--- src/verilog/oc_stages_pkg.sv ---
package oc_stages_pkg;

	// timebase
	localparam int CLK_HZ      = 125_000_000;
	localparam int MS_PER_S    = 1000;
	localparam int TICK_CYCLES = CLK_HZ / MS_PER_S;
	localparam int DIV_W       = 17;

	// stage indices
	localparam int LS = 0;
	localparam int HS = 1;
	localparam int IN = 2;

	// delays in ms ticks, and the start value read back for a disabled stage
	localparam logic [15:0] LS_START_DLY_MS = 16'h0037;
	localparam logic [15:0] HI_START_DLY_MS = 16'h001E;
	localparam logic [15:0] TRIP_RESET_MS   = 16'h0032;
	localparam logic [15:0] MIN_OPER_MS     = 16'h0028;
	localparam logic [7:0]  INRUSH_RISE_MS  = 8'h3C;
	localparam logic [7:0]  INRUSH_END_MS   = 8'hC8;
	localparam logic [15:0] OFF_READBACK    = 16'h03E7;

	// threshold ratios as numerator / denominator
	localparam logic [7:0] INR_LO_NUM  = 8'h0C;
	localparam logic [7:0] INR_LO_DEN  = 8'h64;
	localparam logic [7:0] INR_HI_NUM  = 8'h03;
	localparam logic [7:0] INR_HI_DEN  = 8'h02;
	localparam logic [7:0] INR_END_NUM = 8'h05;
	localparam logic [7:0] INR_END_DEN = 8'h04;
	localparam logic [7:0] HALF_NUM    = 8'h01;
	localparam logic [7:0] HALF_DEN    = 8'h02;

	// register byte offsets
	localparam logic [7:0] REG_CTRL   = 8'h00;
	localparam logic [7:0] REG_STATUS = 8'h04;
	localparam logic [7:0] REG_LS_THR = 8'h08;
	localparam logic [7:0] REG_HS_THR = 8'h0C;
	localparam logic [7:0] REG_IN_THR = 8'h10;
	localparam logic [7:0] REG_LS_OPT = 8'h14;
	localparam logic [7:0] REG_HS_OPT = 8'h18;
	localparam logic [7:0] REG_IN_OPT = 8'h1C;
	localparam logic [7:0] REG_LS_RST = 8'h20;
	localparam logic [7:0] REG_LS_K   = 8'h24;

	// control bits: [1:0] disable switches, [7:2] option switches
	localparam int CTL_HS_OFF  = 0;
	localparam int CTL_IN_OFF  = 1;
	localparam int CTL_LS_INV  = 2;
	localparam int CTL_INHIBIT = 3;
	localparam int CTL_DOUBLE  = 4;
	localparam int CTL_AR_BLK  = 5;
	localparam int CTL_DI_LS   = 6;
	localparam int CTL_DI_HS   = 7;

	// values after reset
	localparam logic [15:0] LS_THR_RST = 16'h0100;
	localparam logic [15:0] HS_THR_RST = 16'h0400;
	localparam logic [15:0] IN_THR_RST = 16'h0800;
	localparam logic [15:0] LS_OPT_RST = 16'h03E8;
	localparam logic [15:0] HS_OPT_RST = 16'h0064;
	localparam logic [15:0] IN_OPT_RST = 16'h0028;
	localparam logic [15:0] LS_RST_RST = 16'h0032;
	localparam logic [15:0] LS_K_RST   = 16'h0200;

	typedef enum logic [1:0] {IDLE, STARTED, TRIPPED} stage_state_t;

	typedef struct packed {
		logic [15:0] i3;
		logic [15:0] i2;
		logic [15:0] i1;
	} phase_t;

	typedef struct packed {
		logic        cyc;
		logic        stb;
		logic        we;
		logic [7:0]  adr;
		logic [3:0]  sel;
		logic [31:0] dat;
	} wb_req_t;

	typedef struct packed {
		logic ls_start;
		logic ls_trip;
		logic hs_start;
		logic hs_trip;
		logic in_start;
		logic in_trip;
	} stage_out_t;

	typedef struct packed {
		logic [DIV_W-1:0]   div;
		logic               tick;
		logic [1:0]         s1;
		logic [1:0]         s2;
		logic [1:0]         s3;
		logic [1:0]         blk;
		phase_t             cur;
		stage_state_t [2:0] ss;
		logic [2:0][15:0]   dly;
		logic [2:0][15:0]   opc;
		logic [2:0][15:0]   rstc;
		logic [31:0]        acc;
		logic               dbl;
		logic               armed;
		logic [7:0]         rise;
		logic [7:0]         fall;
		logic [7:0]         ctrl;
		logic [2:0][15:0]   thr;
		logic [2:0][15:0]   opt;
		logic [15:0]        ls_rst;
		logic [15:0]        ls_k;
		logic               ack;
		logic [31:0]        rdat;
	} core_t;

endpackage

--- src/verilog/phase_overcurrent_stages.sv ---
// The register offsets and the Wishbone interface to the registers were chosen for this implementation.
`timescale 1ns/100ps

// Summary of operation
// - low-set start asserts about 55 ms after any phase exceeds its value
// - started low-set trips when definite or inverse operate time expires
// - started untripped low-set holds start for resetting time after drop
// - current back above value during resetting keeps low-set start high
// - tripped low-set resets 50 ms after all phases below half value
// - option: low-set inverse timing halts while high-set or inst started
// - assigned digital input blocks low-set tripping
// - high-set starts after about 30 ms, trips after definite time
// - high-set and instantaneous operate time never below 40 ms
// - inrush rise below 0.12 to above 1.5 low-set in 60 ms doubles
// - doubling ends after all phases below 1.25 low-set for 200 ms
// - assigned digital input blocks high-set tripping
// - high-set, instantaneous can be disabled; start value reads 999
// - instantaneous starts after about 30 ms, trips after definite time
// - high-set and instantaneous reset 50 ms after phases below value
// - auto-reclose block signal blocks low-set and high-set when enabled
module phase_overcurrent_stages
	import oc_stages_pkg::*;
#(
	parameter int CYCLES_PER_MS = TICK_CYCLES
) (
	input  logic        clk_i,
	input  logic        rst_i,
	input  wb_req_t     wb_i,
	output logic        wb_ack_o,
	output logic [31:0] wb_dat_o,
	input  logic        sample_tick_i,
	input  phase_t      cur_i,
	input  logic [1:0]  blk_pins_i,
	input  logic        ar_block_i,
	output stage_out_t  stage_o
);

	if (CYCLES_PER_MS < 2 || CYCLES_PER_MS > (1 << DIV_W)) begin : g_bad
		$error("CYCLES_PER_MS out of range");
	end
	core_t       q;
	core_t       n;
	logic [15:0] imax;
	logic [16:0] eff [3];
	logic [2:0]  over;
	logic [2:0]  off;
	logic [2:0]  block;
	logic [2:0]  op_done;
	logic [2:0]  starts;
	logic [2:0]  trips;
	logic        half_low;
	logic        lo_now;
	logic        hi_now;
	logic        end_low;
	logic        inhibit;
	logic        req;
	logic [7:0]  adr;
	function automatic logic [23:0] scale(input logic [15:0] v,
		input logic [7:0] k);
		scale = 24'(v) * 24'(k);
	endfunction
	function automatic logic [15:0] merge16(input logic [15:0] old,
		input logic [31:0] dat, input logic [3:0] sel);
		merge16 = {sel[1] ? dat[15:8] : old[15:8],
			sel[0] ? dat[7:0] : old[7:0]};
	endfunction
	// operate time floor keeps high stages from tripping below 40 ms
	function automatic logic [15:0] clamp_op(input logic [15:0] v);
		clamp_op = (v < MIN_OPER_MS) ? MIN_OPER_MS : v;
	endfunction
	function automatic logic [31:0] read_word(input core_t c,
		input logic [7:0] a, input logic [2:0] st, input logic [2:0] tp);
		if (a == REG_CTRL) begin
			read_word = {24'h000000, c.ctrl};
		end else if (a == REG_STATUS) begin
			read_word = {23'h0, c.dbl, tp, st, c.blk};
		end else if (a == REG_LS_THR) begin
			read_word = {16'h0000, c.thr[LS]};
		end else if (a == REG_HS_THR) begin
			read_word = {16'h0000,
				c.ctrl[CTL_HS_OFF] ? OFF_READBACK : c.thr[HS]};
		end else if (a == REG_IN_THR) begin
			read_word = {16'h0000,
				c.ctrl[CTL_IN_OFF] ? OFF_READBACK : c.thr[IN]};
		end else if (a == REG_LS_OPT) begin
			read_word = {16'h0000, c.opt[LS]};
		end else if (a == REG_HS_OPT) begin
			read_word = {16'h0000, c.opt[HS]};
		end else if (a == REG_IN_OPT) begin
			read_word = {16'h0000, c.opt[IN]};
		end else if (a == REG_LS_RST) begin
			read_word = {16'h0000, c.ls_rst};
		end else if (a == REG_LS_K) begin
			read_word = {16'h0000, c.ls_k};
		end else begin
			read_word = 32'h00000000;
		end
	endfunction
	assign imax = (q.cur.i1 >= q.cur.i2 && q.cur.i1 >= q.cur.i3) ? q.cur.i1
		: (q.cur.i2 >= q.cur.i3) ? q.cur.i2 : q.cur.i3;
	assign half_low = scale(imax, HALF_DEN) < scale(q.thr[LS], HALF_NUM);
	assign lo_now   = scale(imax, INR_LO_DEN) < scale(q.thr[LS], INR_LO_NUM);
	assign hi_now   = scale(imax, INR_HI_DEN) > scale(q.thr[LS], INR_HI_NUM);
	assign end_low  = scale(imax, INR_END_DEN) < scale(q.thr[LS], INR_END_NUM);
	assign off      = {q.ctrl[CTL_IN_OFF], q.ctrl[CTL_HS_OFF], 1'b0};
	assign block[LS] = (q.ctrl[CTL_DI_LS] & q.blk[0])
		| (q.ctrl[CTL_AR_BLK] & ar_block_i);
	assign block[HS] = (q.ctrl[CTL_DI_HS] & q.blk[1])
		| (q.ctrl[CTL_AR_BLK] & ar_block_i);
	assign block[IN] = 1'b0;
	// inverse timing pauses while a faster stage owns the fault
	assign inhibit = q.ctrl[CTL_INHIBIT] & q.ctrl[CTL_LS_INV]
		& (q.ss[HS] != IDLE | q.ss[IN] != IDLE);
	assign op_done[LS] = q.ctrl[CTL_LS_INV]
		? (q.acc >= 32'(q.ls_k) * 32'(q.thr[LS])) : (q.opc[LS] >= q.opt[LS]);
	assign op_done[HS] = q.opc[HS] >= q.opt[HS];
	assign op_done[IN] = q.opc[IN] >= q.opt[IN];
	assign req = wb_i.cyc & wb_i.stb & ~q.ack;
	assign adr = {wb_i.adr[7:2], 2'b00};
	for (genvar g = 0; g < 3; g++) begin : g_stage
		assign eff[g] = (g == HS && q.dbl) ? {q.thr[g], 1'b0}
			: {1'b0, q.thr[g]};
		assign over[g] = ({1'b0, q.cur.i1} > eff[g])
			| ({1'b0, q.cur.i2} > eff[g]) | ({1'b0, q.cur.i3} > eff[g]);
		assign starts[g] = q.ss[g] != IDLE;
		assign trips[g]  = q.ss[g] == TRIPPED;
	end
	always_comb begin
		n = q;
		n.tick = 1'b0;
		if (q.div == DIV_W'(CYCLES_PER_MS - 1)) begin
			n.div  = '0;
			n.tick = 1'b1;
		end else begin
			n.div = q.div + 1'b1;
		end
		// pins: blk only updates when second and third stages agree
		n.s1  = blk_pins_i;
		n.s2  = q.s1;
		n.s3  = q.s2;
		n.blk = (q.s2 & q.s3) | (q.blk & (q.s2 ^ q.s3));
		if (sample_tick_i) begin
			n.cur = cur_i;
		end
		for (int s = 0; s < 3; s++) begin
			if (off[s]) begin
				n.ss[s]   = IDLE;
				n.dly[s]  = '0;
				n.opc[s]  = '0;
				n.rstc[s] = '0;
			end else if (q.tick) begin
				case (q.ss[s])
					IDLE: begin
						n.rstc[s] = '0;
						if (over[s]) begin
							n.dly[s] = q.dly[s] + 1'b1;
							if (n.dly[s] >= ((s == LS) ? LS_START_DLY_MS
								: HI_START_DLY_MS)) begin
								n.ss[s]  = STARTED;
								n.dly[s] = '0;
								n.opc[s] = '0;
							end
						end else begin
							n.dly[s] = '0;
						end
					end
					STARTED: begin
						if (over[s]) begin
							n.rstc[s] = '0;
							if (s == LS && q.ctrl[CTL_LS_INV]) begin
								if (!inhibit && !op_done[LS]) begin
									n.acc = q.acc + 32'(imax - q.thr[LS]);
								end
							end else if (!op_done[s]) begin
								n.opc[s] = q.opc[s] + 1'b1;
							end
							if (op_done[s] && !block[s]) begin
								n.ss[s] = TRIPPED;
							end
						end else begin
							// operate timer freezes while the reset timer runs
							n.rstc[s] = q.rstc[s] + 1'b1;
							if (n.rstc[s] >= ((s == LS) ? q.ls_rst
								: TRIP_RESET_MS)) begin
								n.ss[s]   = IDLE;
								n.rstc[s] = '0;
								n.opc[s]  = '0;
							end
						end
					end
					default: begin
						if ((s == LS) ? half_low : !over[s]) begin
							n.rstc[s] = q.rstc[s] + 1'b1;
							if (n.rstc[s] >= TRIP_RESET_MS) begin
								n.ss[s]   = IDLE;
								n.rstc[s] = '0;
								n.opc[s]  = '0;
							end
						end else begin
							n.rstc[s] = '0;
						end
					end
				endcase
			end
		end
		if (q.ss[LS] == IDLE) begin
			n.acc = '0;
		end
		if (q.tick) begin
			if (lo_now) begin
				n.armed = 1'b1;
				n.rise  = '0;
			end else if (q.rise < INRUSH_RISE_MS) begin
				n.rise = q.rise + 1'b1;
			end else begin
				n.armed = 1'b0;
			end
			if (q.armed && q.rise < INRUSH_RISE_MS && hi_now) begin
				n.dbl = 1'b1;
			end
			if (q.dbl) begin
				if (end_low) begin
					n.fall = q.fall + 1'b1;
					if (n.fall >= INRUSH_END_MS) begin
						n.dbl  = 1'b0;
						n.fall = '0;
					end
				end else begin
					n.fall = '0;
				end
			end
		end
		if (!q.ctrl[CTL_DOUBLE]) begin
			n.dbl  = 1'b0;
			n.fall = '0;
		end
		n.ack = req;
		if (req) begin
			n.rdat = read_word(q, adr, starts, trips);
			if (wb_i.we) begin
				if (adr == REG_CTRL) begin
					n.ctrl = wb_i.sel[0] ? wb_i.dat[7:0] : q.ctrl;
				end else if (adr == REG_LS_THR) begin
					n.thr[LS] = merge16(q.thr[LS], wb_i.dat, wb_i.sel);
				end else if (adr == REG_HS_THR) begin
					n.thr[HS] = merge16(q.thr[HS], wb_i.dat, wb_i.sel);
				end else if (adr == REG_IN_THR) begin
					n.thr[IN] = merge16(q.thr[IN], wb_i.dat, wb_i.sel);
				end else if (adr == REG_LS_OPT) begin
					n.opt[LS] = merge16(q.opt[LS], wb_i.dat, wb_i.sel);
				end else if (adr == REG_HS_OPT) begin
					n.opt[HS] = clamp_op(merge16(q.opt[HS], wb_i.dat,
						wb_i.sel));
				end else if (adr == REG_IN_OPT) begin
					n.opt[IN] = clamp_op(merge16(q.opt[IN], wb_i.dat,
						wb_i.sel));
				end else if (adr == REG_LS_RST) begin
					n.ls_rst = merge16(q.ls_rst, wb_i.dat, wb_i.sel);
				end else if (adr == REG_LS_K) begin
					n.ls_k = merge16(q.ls_k, wb_i.dat, wb_i.sel);
				end
			end
		end
	end
	always_ff @(posedge clk_i) begin
		if (rst_i) begin
			q        <= '0;
			q.thr    <= {IN_THR_RST, HS_THR_RST, LS_THR_RST};
			q.opt    <= {IN_OPT_RST, HS_OPT_RST, LS_OPT_RST};
			q.ls_rst <= LS_RST_RST;
			q.ls_k   <= LS_K_RST;
		end else begin
			q <= n;
		end
	end
	assign wb_ack_o         = q.ack;
	assign wb_dat_o         = q.rdat;
	assign stage_o.ls_start = starts[LS];
	assign stage_o.ls_trip  = trips[LS];
	assign stage_o.hs_start = starts[HS];
	assign stage_o.hs_trip  = trips[HS];
	assign stage_o.in_start = starts[IN];
	assign stage_o.in_trip  = trips[IN];
endmodule

--- config.mk ---
export PLATFORM = sky130hd
export DESIGN_NAME = phase_overcurrent_stages
export DESIGN_NICKNAME = d
export VERILOG_FILES = /design/src/verilog/oc_stages_pkg.sv /design/src/verilog/phase_overcurrent_stages.sv
export SDC_FILE = /design/constraint.sdc
export NUM_CORES = 2
export LEC_CHECK = 0
export ABC_AREA = 1
export BUFFER_PORTS_ARGS = -buffer_cell sky130_fd_sc_hd__buf_4
export CORE_ASPECT_RATIO = 1.5
export CORE_MARGIN = 3
export CORE_UTILIZATION = 40
export DETAILED_ROUTE_END_ITERATION = 8
export PLACE_DENSITY = 0.66
export SLEW_MARGIN = 10
export SYNTH_ARGS = -nofsm -noshare
export SYNTH_HDL_FRONTEND = slang
export SYNTH_SLANG_ARGS = --single-unit
--- constraint.sdc ---
create_clock -name clk_i -period 19.45 [get_ports clk_i]
set_input_delay 2.9175 -clock clk_i [delete_from_list [all_inputs] [get_ports clk_i]]
set_output_delay 2.9175 -clock clk_i [all_outputs]
set_load 0.05 [all_outputs]
# [Word-level counts from Yosys, hierarchy flattened]
# Cells that the tools add are included.
[classes] muxes=94 eq_ne=33 multipliers=5 add_sub_neg=14 bitwise_logic=30 reduce_logical=53 order_cmp=31
[op_table] operator="16-bit 2-to-1 mux" n=52
[op_table] operator="16-bit by 1-bit adder with 16-bit output (second input constant)" n=9
[op_table] operator="16-bit one-hot mux with 2 select lines" n=4
[op_table] operator="16-bit >= comparator" n=7
[op_table] operator="16-bit > comparator" n=6
[op_table] operator="16-bit by 6-bit >= comparator with 1-bit output (second input constant)" n=4
[op_table] operator="8-bit 2-to-1 mux" n=7
[op_table] operator="16-bit by 17-bit > comparator with 1-bit output" n=3
[op_table] operator="2-bit 2-to-1 mux" n=19
[op_table] operator="16-bit by 2-bit multiplier with 18-bit output (second input constant)" n=2
[op_table] operator="5-bit AND reduction" n=7
[op_table] operator="32-bit adder" n=1
[op_table] operator="16-bit by 5-bit >= comparator with 1-bit output (second input constant)" n=2
[op_table] operator="32-bit >= comparator" n=1
[op_table] operator="16-bit by 6-bit < comparator with 1-bit output (second input constant)" n=2
[op_table] operator="16-bit by 16-bit multiplier with 32-bit output" n=1
[op_table] operator="8-bit AND reduction" n=4
[op_table] operator="6-bit by 3-bit == test with 1-bit output (second input constant)" n=4
[op_table] operator="3-bit != test (second input constant)" n=8
[op_table] operator="12-bit AND reduction" n=2
[op_table] operator="23-bit by 20-bit < comparator with 1-bit output" n=1
[op_table] operator="11-bit AND reduction" n=2
[op_table] operator="16-bit by 5-bit multiplier with 21-bit output (second input constant)" n=1
[op_table] operator="7-bit AND reduction" n=3
[op_table] operator="other kinds (38)" n=108
[totals] regBits=443 out_inout_bits=39 word_cells=303 in_bits=101

# [Depth between registers and ports, before layout]
[depth] depth_word=11 ltp_mapped=46 ltp_nobuf=44

# [Worst setup path after synthesis]
# No wires, ideal clock.
[synth_timing] path_type="reg-to-reg" from="reg q, in the netlist eff[35]" to="reg q[215] (netlist bit)" synth_period_minus_slack_ns=7.430 path_buffers=3 required_ns=19.328 t_arrival_ns=7.308 setup_ns=0.122 path_stages_with_launch=36 setup_slack_ns=12.020 path_cell_list="dfxtp_1 -> clkbuf_1 -> buf_1 -> nand2_1 -> fa_1 -> fa_1 -> fa_1 -> fa_1 -> inv_1 -> fa_1 -> inv_1 -> fa_1 -> inv_1 -> ha_1 -> a21oi_1 -> o21ai_0 -> a21oi_1 -> o21bai_1 -> a21boi_1 -> o21ai_0 -> nand2_1 -> nand2_1 -> xor2_1 -> ha_1 -> nand4_1 -> nor4_1 -> nand3_1 -> nand3_1 -> nand2_1 -> nand2_1 -> inv_1 -> nand2_1 -> clkbuf_1 -> nand2_1 -> nand2_1 -> a21oi_1"
[synth_between] elab_chain_len=6 word_cells_on_any_way=13 classes_between="2 x add/sub; 1 x mul; 4 x order compare; 1 x mux; 2 x bitwise; 3 x reduce/logical"
[synth_rtl] element="from (decl)" line_no="phase_overcurrent_stages.sv:41" rtl="core_t q;"
[synth_rtl] element="from (signal assigned)" line_no="phase_overcurrent_stages.sv:273" rtl="q <= n;"
[synth_rtl] element="16-bit by 16-bit multiplier with 32-bit output" line_no="phase_overcurrent_stages.sv:115" rtl="? (q.acc >= 32'(q.ls_k) * 32'(q.thr[LS])) : (q.opc[LS] >= q.opt[LS]);"
[synth_rtl] element="32-bit >= comparator" line_no="phase_overcurrent_stages.sv:115"
[synth_rtl] element="1-bit 2-to-1 mux" line_no="phase_overcurrent_stages.sv:115"
[synth_rtl] element="1-bit logical NOT"
[synth_rtl] element="1-bit logical AND" line_no="phase_overcurrent_stages.sv:171" rtl="if (!inhibit && !op_done[LS]) begin"
[synth_rtl] element="5-bit AND reduction (no source line)"
# Parallel ways exist; a longest one is shown, timed or not.
# A chain may end at the register's enable or synchronous reset.

# [Final worst setup path]
[layout_timing] from="reg q, in the netlist eff[37]" to="reg q[213] (netlist bit)"
# The elaborated chain is that of the path after synthesis.

==> run metrics <==
worst slew pin tran=approximately 1.2 ns; CP max stage cell=inv_1; critical path class=register to register; status=complete, no violations; Clk Tree Root Cell=clkbuf_16; Clock Latency Late Sink=approximately 0.64 ns; total grt overflow=0; fin crit period=roughly 9.9 ns; setup violators final=0; most frequent cell after synthesis=nand2_1; post-synth top area cell=dfxtp_1; startpoint types=register; Synth top area share=between 10% and 20%; H-Tree Depth=2; leakage=between 20 and 25 nW; Setup TNS=0 ns; Clock Sinks=427; DRC Markers=0; die extent in y=around 400 µm; Die Span X=between 200 and 300 µm; fraction of registers with async set/reset=0%; peak supply drop=79.32 µV; Initial DRT Pass Iterations=6; largest net degree at the start of global routing=approximately 100; EDFF count, synth=0; crit-path most repeated cell=nand2_1; Nets=7,044; DRT Wirelength=about 140 mm; largest cells by area after synthesis=dfxtp_1, ha_1, nand2_1; hold-fix buffers at CTS=0; Max Fclk=101.5 MHz; post-route ant nets=0; drt via density=5.349; PortBufs=just over 100; required time of the worst setup path=~20 ns; DIE AREA=about 110,000 µm²; WL per Instance=18.05 µm; max-slew violations=0; placeable core area=roughly 110,000 µm²; Final Hold Vio Count=0; setup repair after global routing missed its margin=no; CTS Buf Count=47; fin crit share=50.65%; synth cell count leaders=nand2_1, inv_1, ha_1; CP peak stage delay=between 0.9 and 1 ns; Overall Global Routing Usage=23.98%; Area Overhead vs Synth=8.668%; Primary FF master, synth=dfxtp_1; yosys warns=0; Cells after Synth=just over 6,000; max cap viols=0; clk_skew=between 0.02 and 0.025 ns; vias in the first global route=approximately 40,000; post-CTS resize count=0; Distinct cells, synth=between 70 and 80; endpoint type of the worst setup path=register; Final GP Congestion=0.9638; layout cells sized above 1=under 10%; Synth Register Bits=~430; CTS tree=built; Relative slew margins=a little over a fifth; Cell Pwr Density=~66 nW/µm²; arrival time at the worst endpoint=about 10 ns; Mean Syn Cell Area=7.077 µm²; Ports=140; synthesized area=43,220 µm²; Iteration-0 DRC Markers=about 2,500; FP Rows=roughly 150; Hold Path Class=register to register; initial antenna violation count=6; post-CTS setup buffers=0; vias post-DR=40,490; first-pass GRT wire length=212.9 mm; deepest clock path buffer count=3; Final HPWL DP=between 100 and 150 mm; total power=3.106 mW; sequential area share after synthesis=roughly 20%; Crit Path Max Fanout=32; Clk pin slew, worst setup/hold paths=0.06 ns; Starting Density=between 40% and 50%
-- final cells by class --
type	count	area [µm²]
fill	11100	60080
tap	1415	1770
clock buffer	63	1346
multi-input combinational	4416	29740
inverter	1056	3969
timing repair buffer	166	1246
clock inverter	23	332.8
antenna	4	10.01
sequential	427	8548
-- layout by cell type (no fill, tap or decap), drive strengths merged, types with 11 or more instances in the layout --
master / n
nand2: 1142
inv: 1052
ha: 620
a21oi: 573
nor2: 488
o21ai: 430
dfxtp: 427
nand3: 223
fa: 209
xor2: 173
buf: 166
nor3: 135
nand4: 75
clkbuf: 63
xnor2: 48
a211oi: 39
o211ai: 35
nor4: 23
o221ai: 22
clkinv: 21
a31oi: 19
o22ai: 18
o21a: 17
conb: 16
a21boi: 12
o21bai: 11
-- critical path, delay by kind of cell (launching register included) --
| family | cells | cell delay (ns) |
|---|---|---|
| adder cells (fa/ha/maj) | 8 | 3.40 |
| AND/OR/NAND/NOR | 8 | 1.40 |
| AO/OA/AOI/OAI | 13 | 2.55 |
| XOR/XNOR | 1 | 0.18 |
| buffers and inverters | 6 | 1.54 |
| flip-flops | 1 | 0.69 |
-- stage by stage --
step / std cells / cell area (µm²) / hold slack [ns] / setup slack [ns] / util, %
after global routing: 7568 / 46960 / 0.4119 / 9.040 / 43.87
after global placement: 7480 / 45280 / 0.3891 / 9.654 / 42.30
after CTS: 7566 / 46960 / 0.4020 / 9.496 / 43.86
after floorplan: 6122 / 43280 / 0.3883 / 12.02 / -
final: 7570 / 46970 / 0.4002 / 9.598 / 43.87
after detailed placement: 7480 / 45280 / 0.3935 / 9.522 / 42.30
-- registers in the layout, summed over array words and instances (netlist names) --
signal    cells
eff          32
wb_dat_o     16
q           372
wb_ack_o      1
off           2
n             4
-- power by group --
part / switching (mW) / internal [mW] / leakage [nW] / total [mW]
logic: 0.766 / 0.446 / 18.4 / 1.21
clock network: 0.425 / 0.561 / 0.826 / 0.986
registers: 0.0252 / 0.883 / 3.45 / 0.908
total: 1.22 / 1.89 / 22.7 / 3.11
-- layer usage --
metal	GRT usage (%)	wire, µm
met2	43.51	68030
met1	26.19	51410
met3	3.059	7114
met4	14.98	10050
met5	0	20
-- final timing paths --
kind / slack, ns / end / from / cells after the start
hold / removal: 0.40 / n[420] / n[422] / 2
setup reg to reg: 9.60 / q[213] / eff[37] / 36
setup / recovery: 9.60 / q[213] / eff[37] / 36
hold reg to reg: 0.40 / n[420] / n[422] / 2
-- cells by family (layout without fill, tap and decap cells) --
kind of cell	count (synthesis)	count (layout)	share of synthesized area [%]
muxes	1	1	0.02316
AOI/OAI and AO/OA	1232	1232	15.70
adders and majority gates	829	829	27.63
other	1	20	0.008677
buffers and inverters	1279	1308	11.54
xor gates and xnor gates	221	221	4.479
and+or+nand+nor	2117	2117	20.84
DFF	427	427	19.78
No activity file was read; power rests on OpenSTA's default activity.
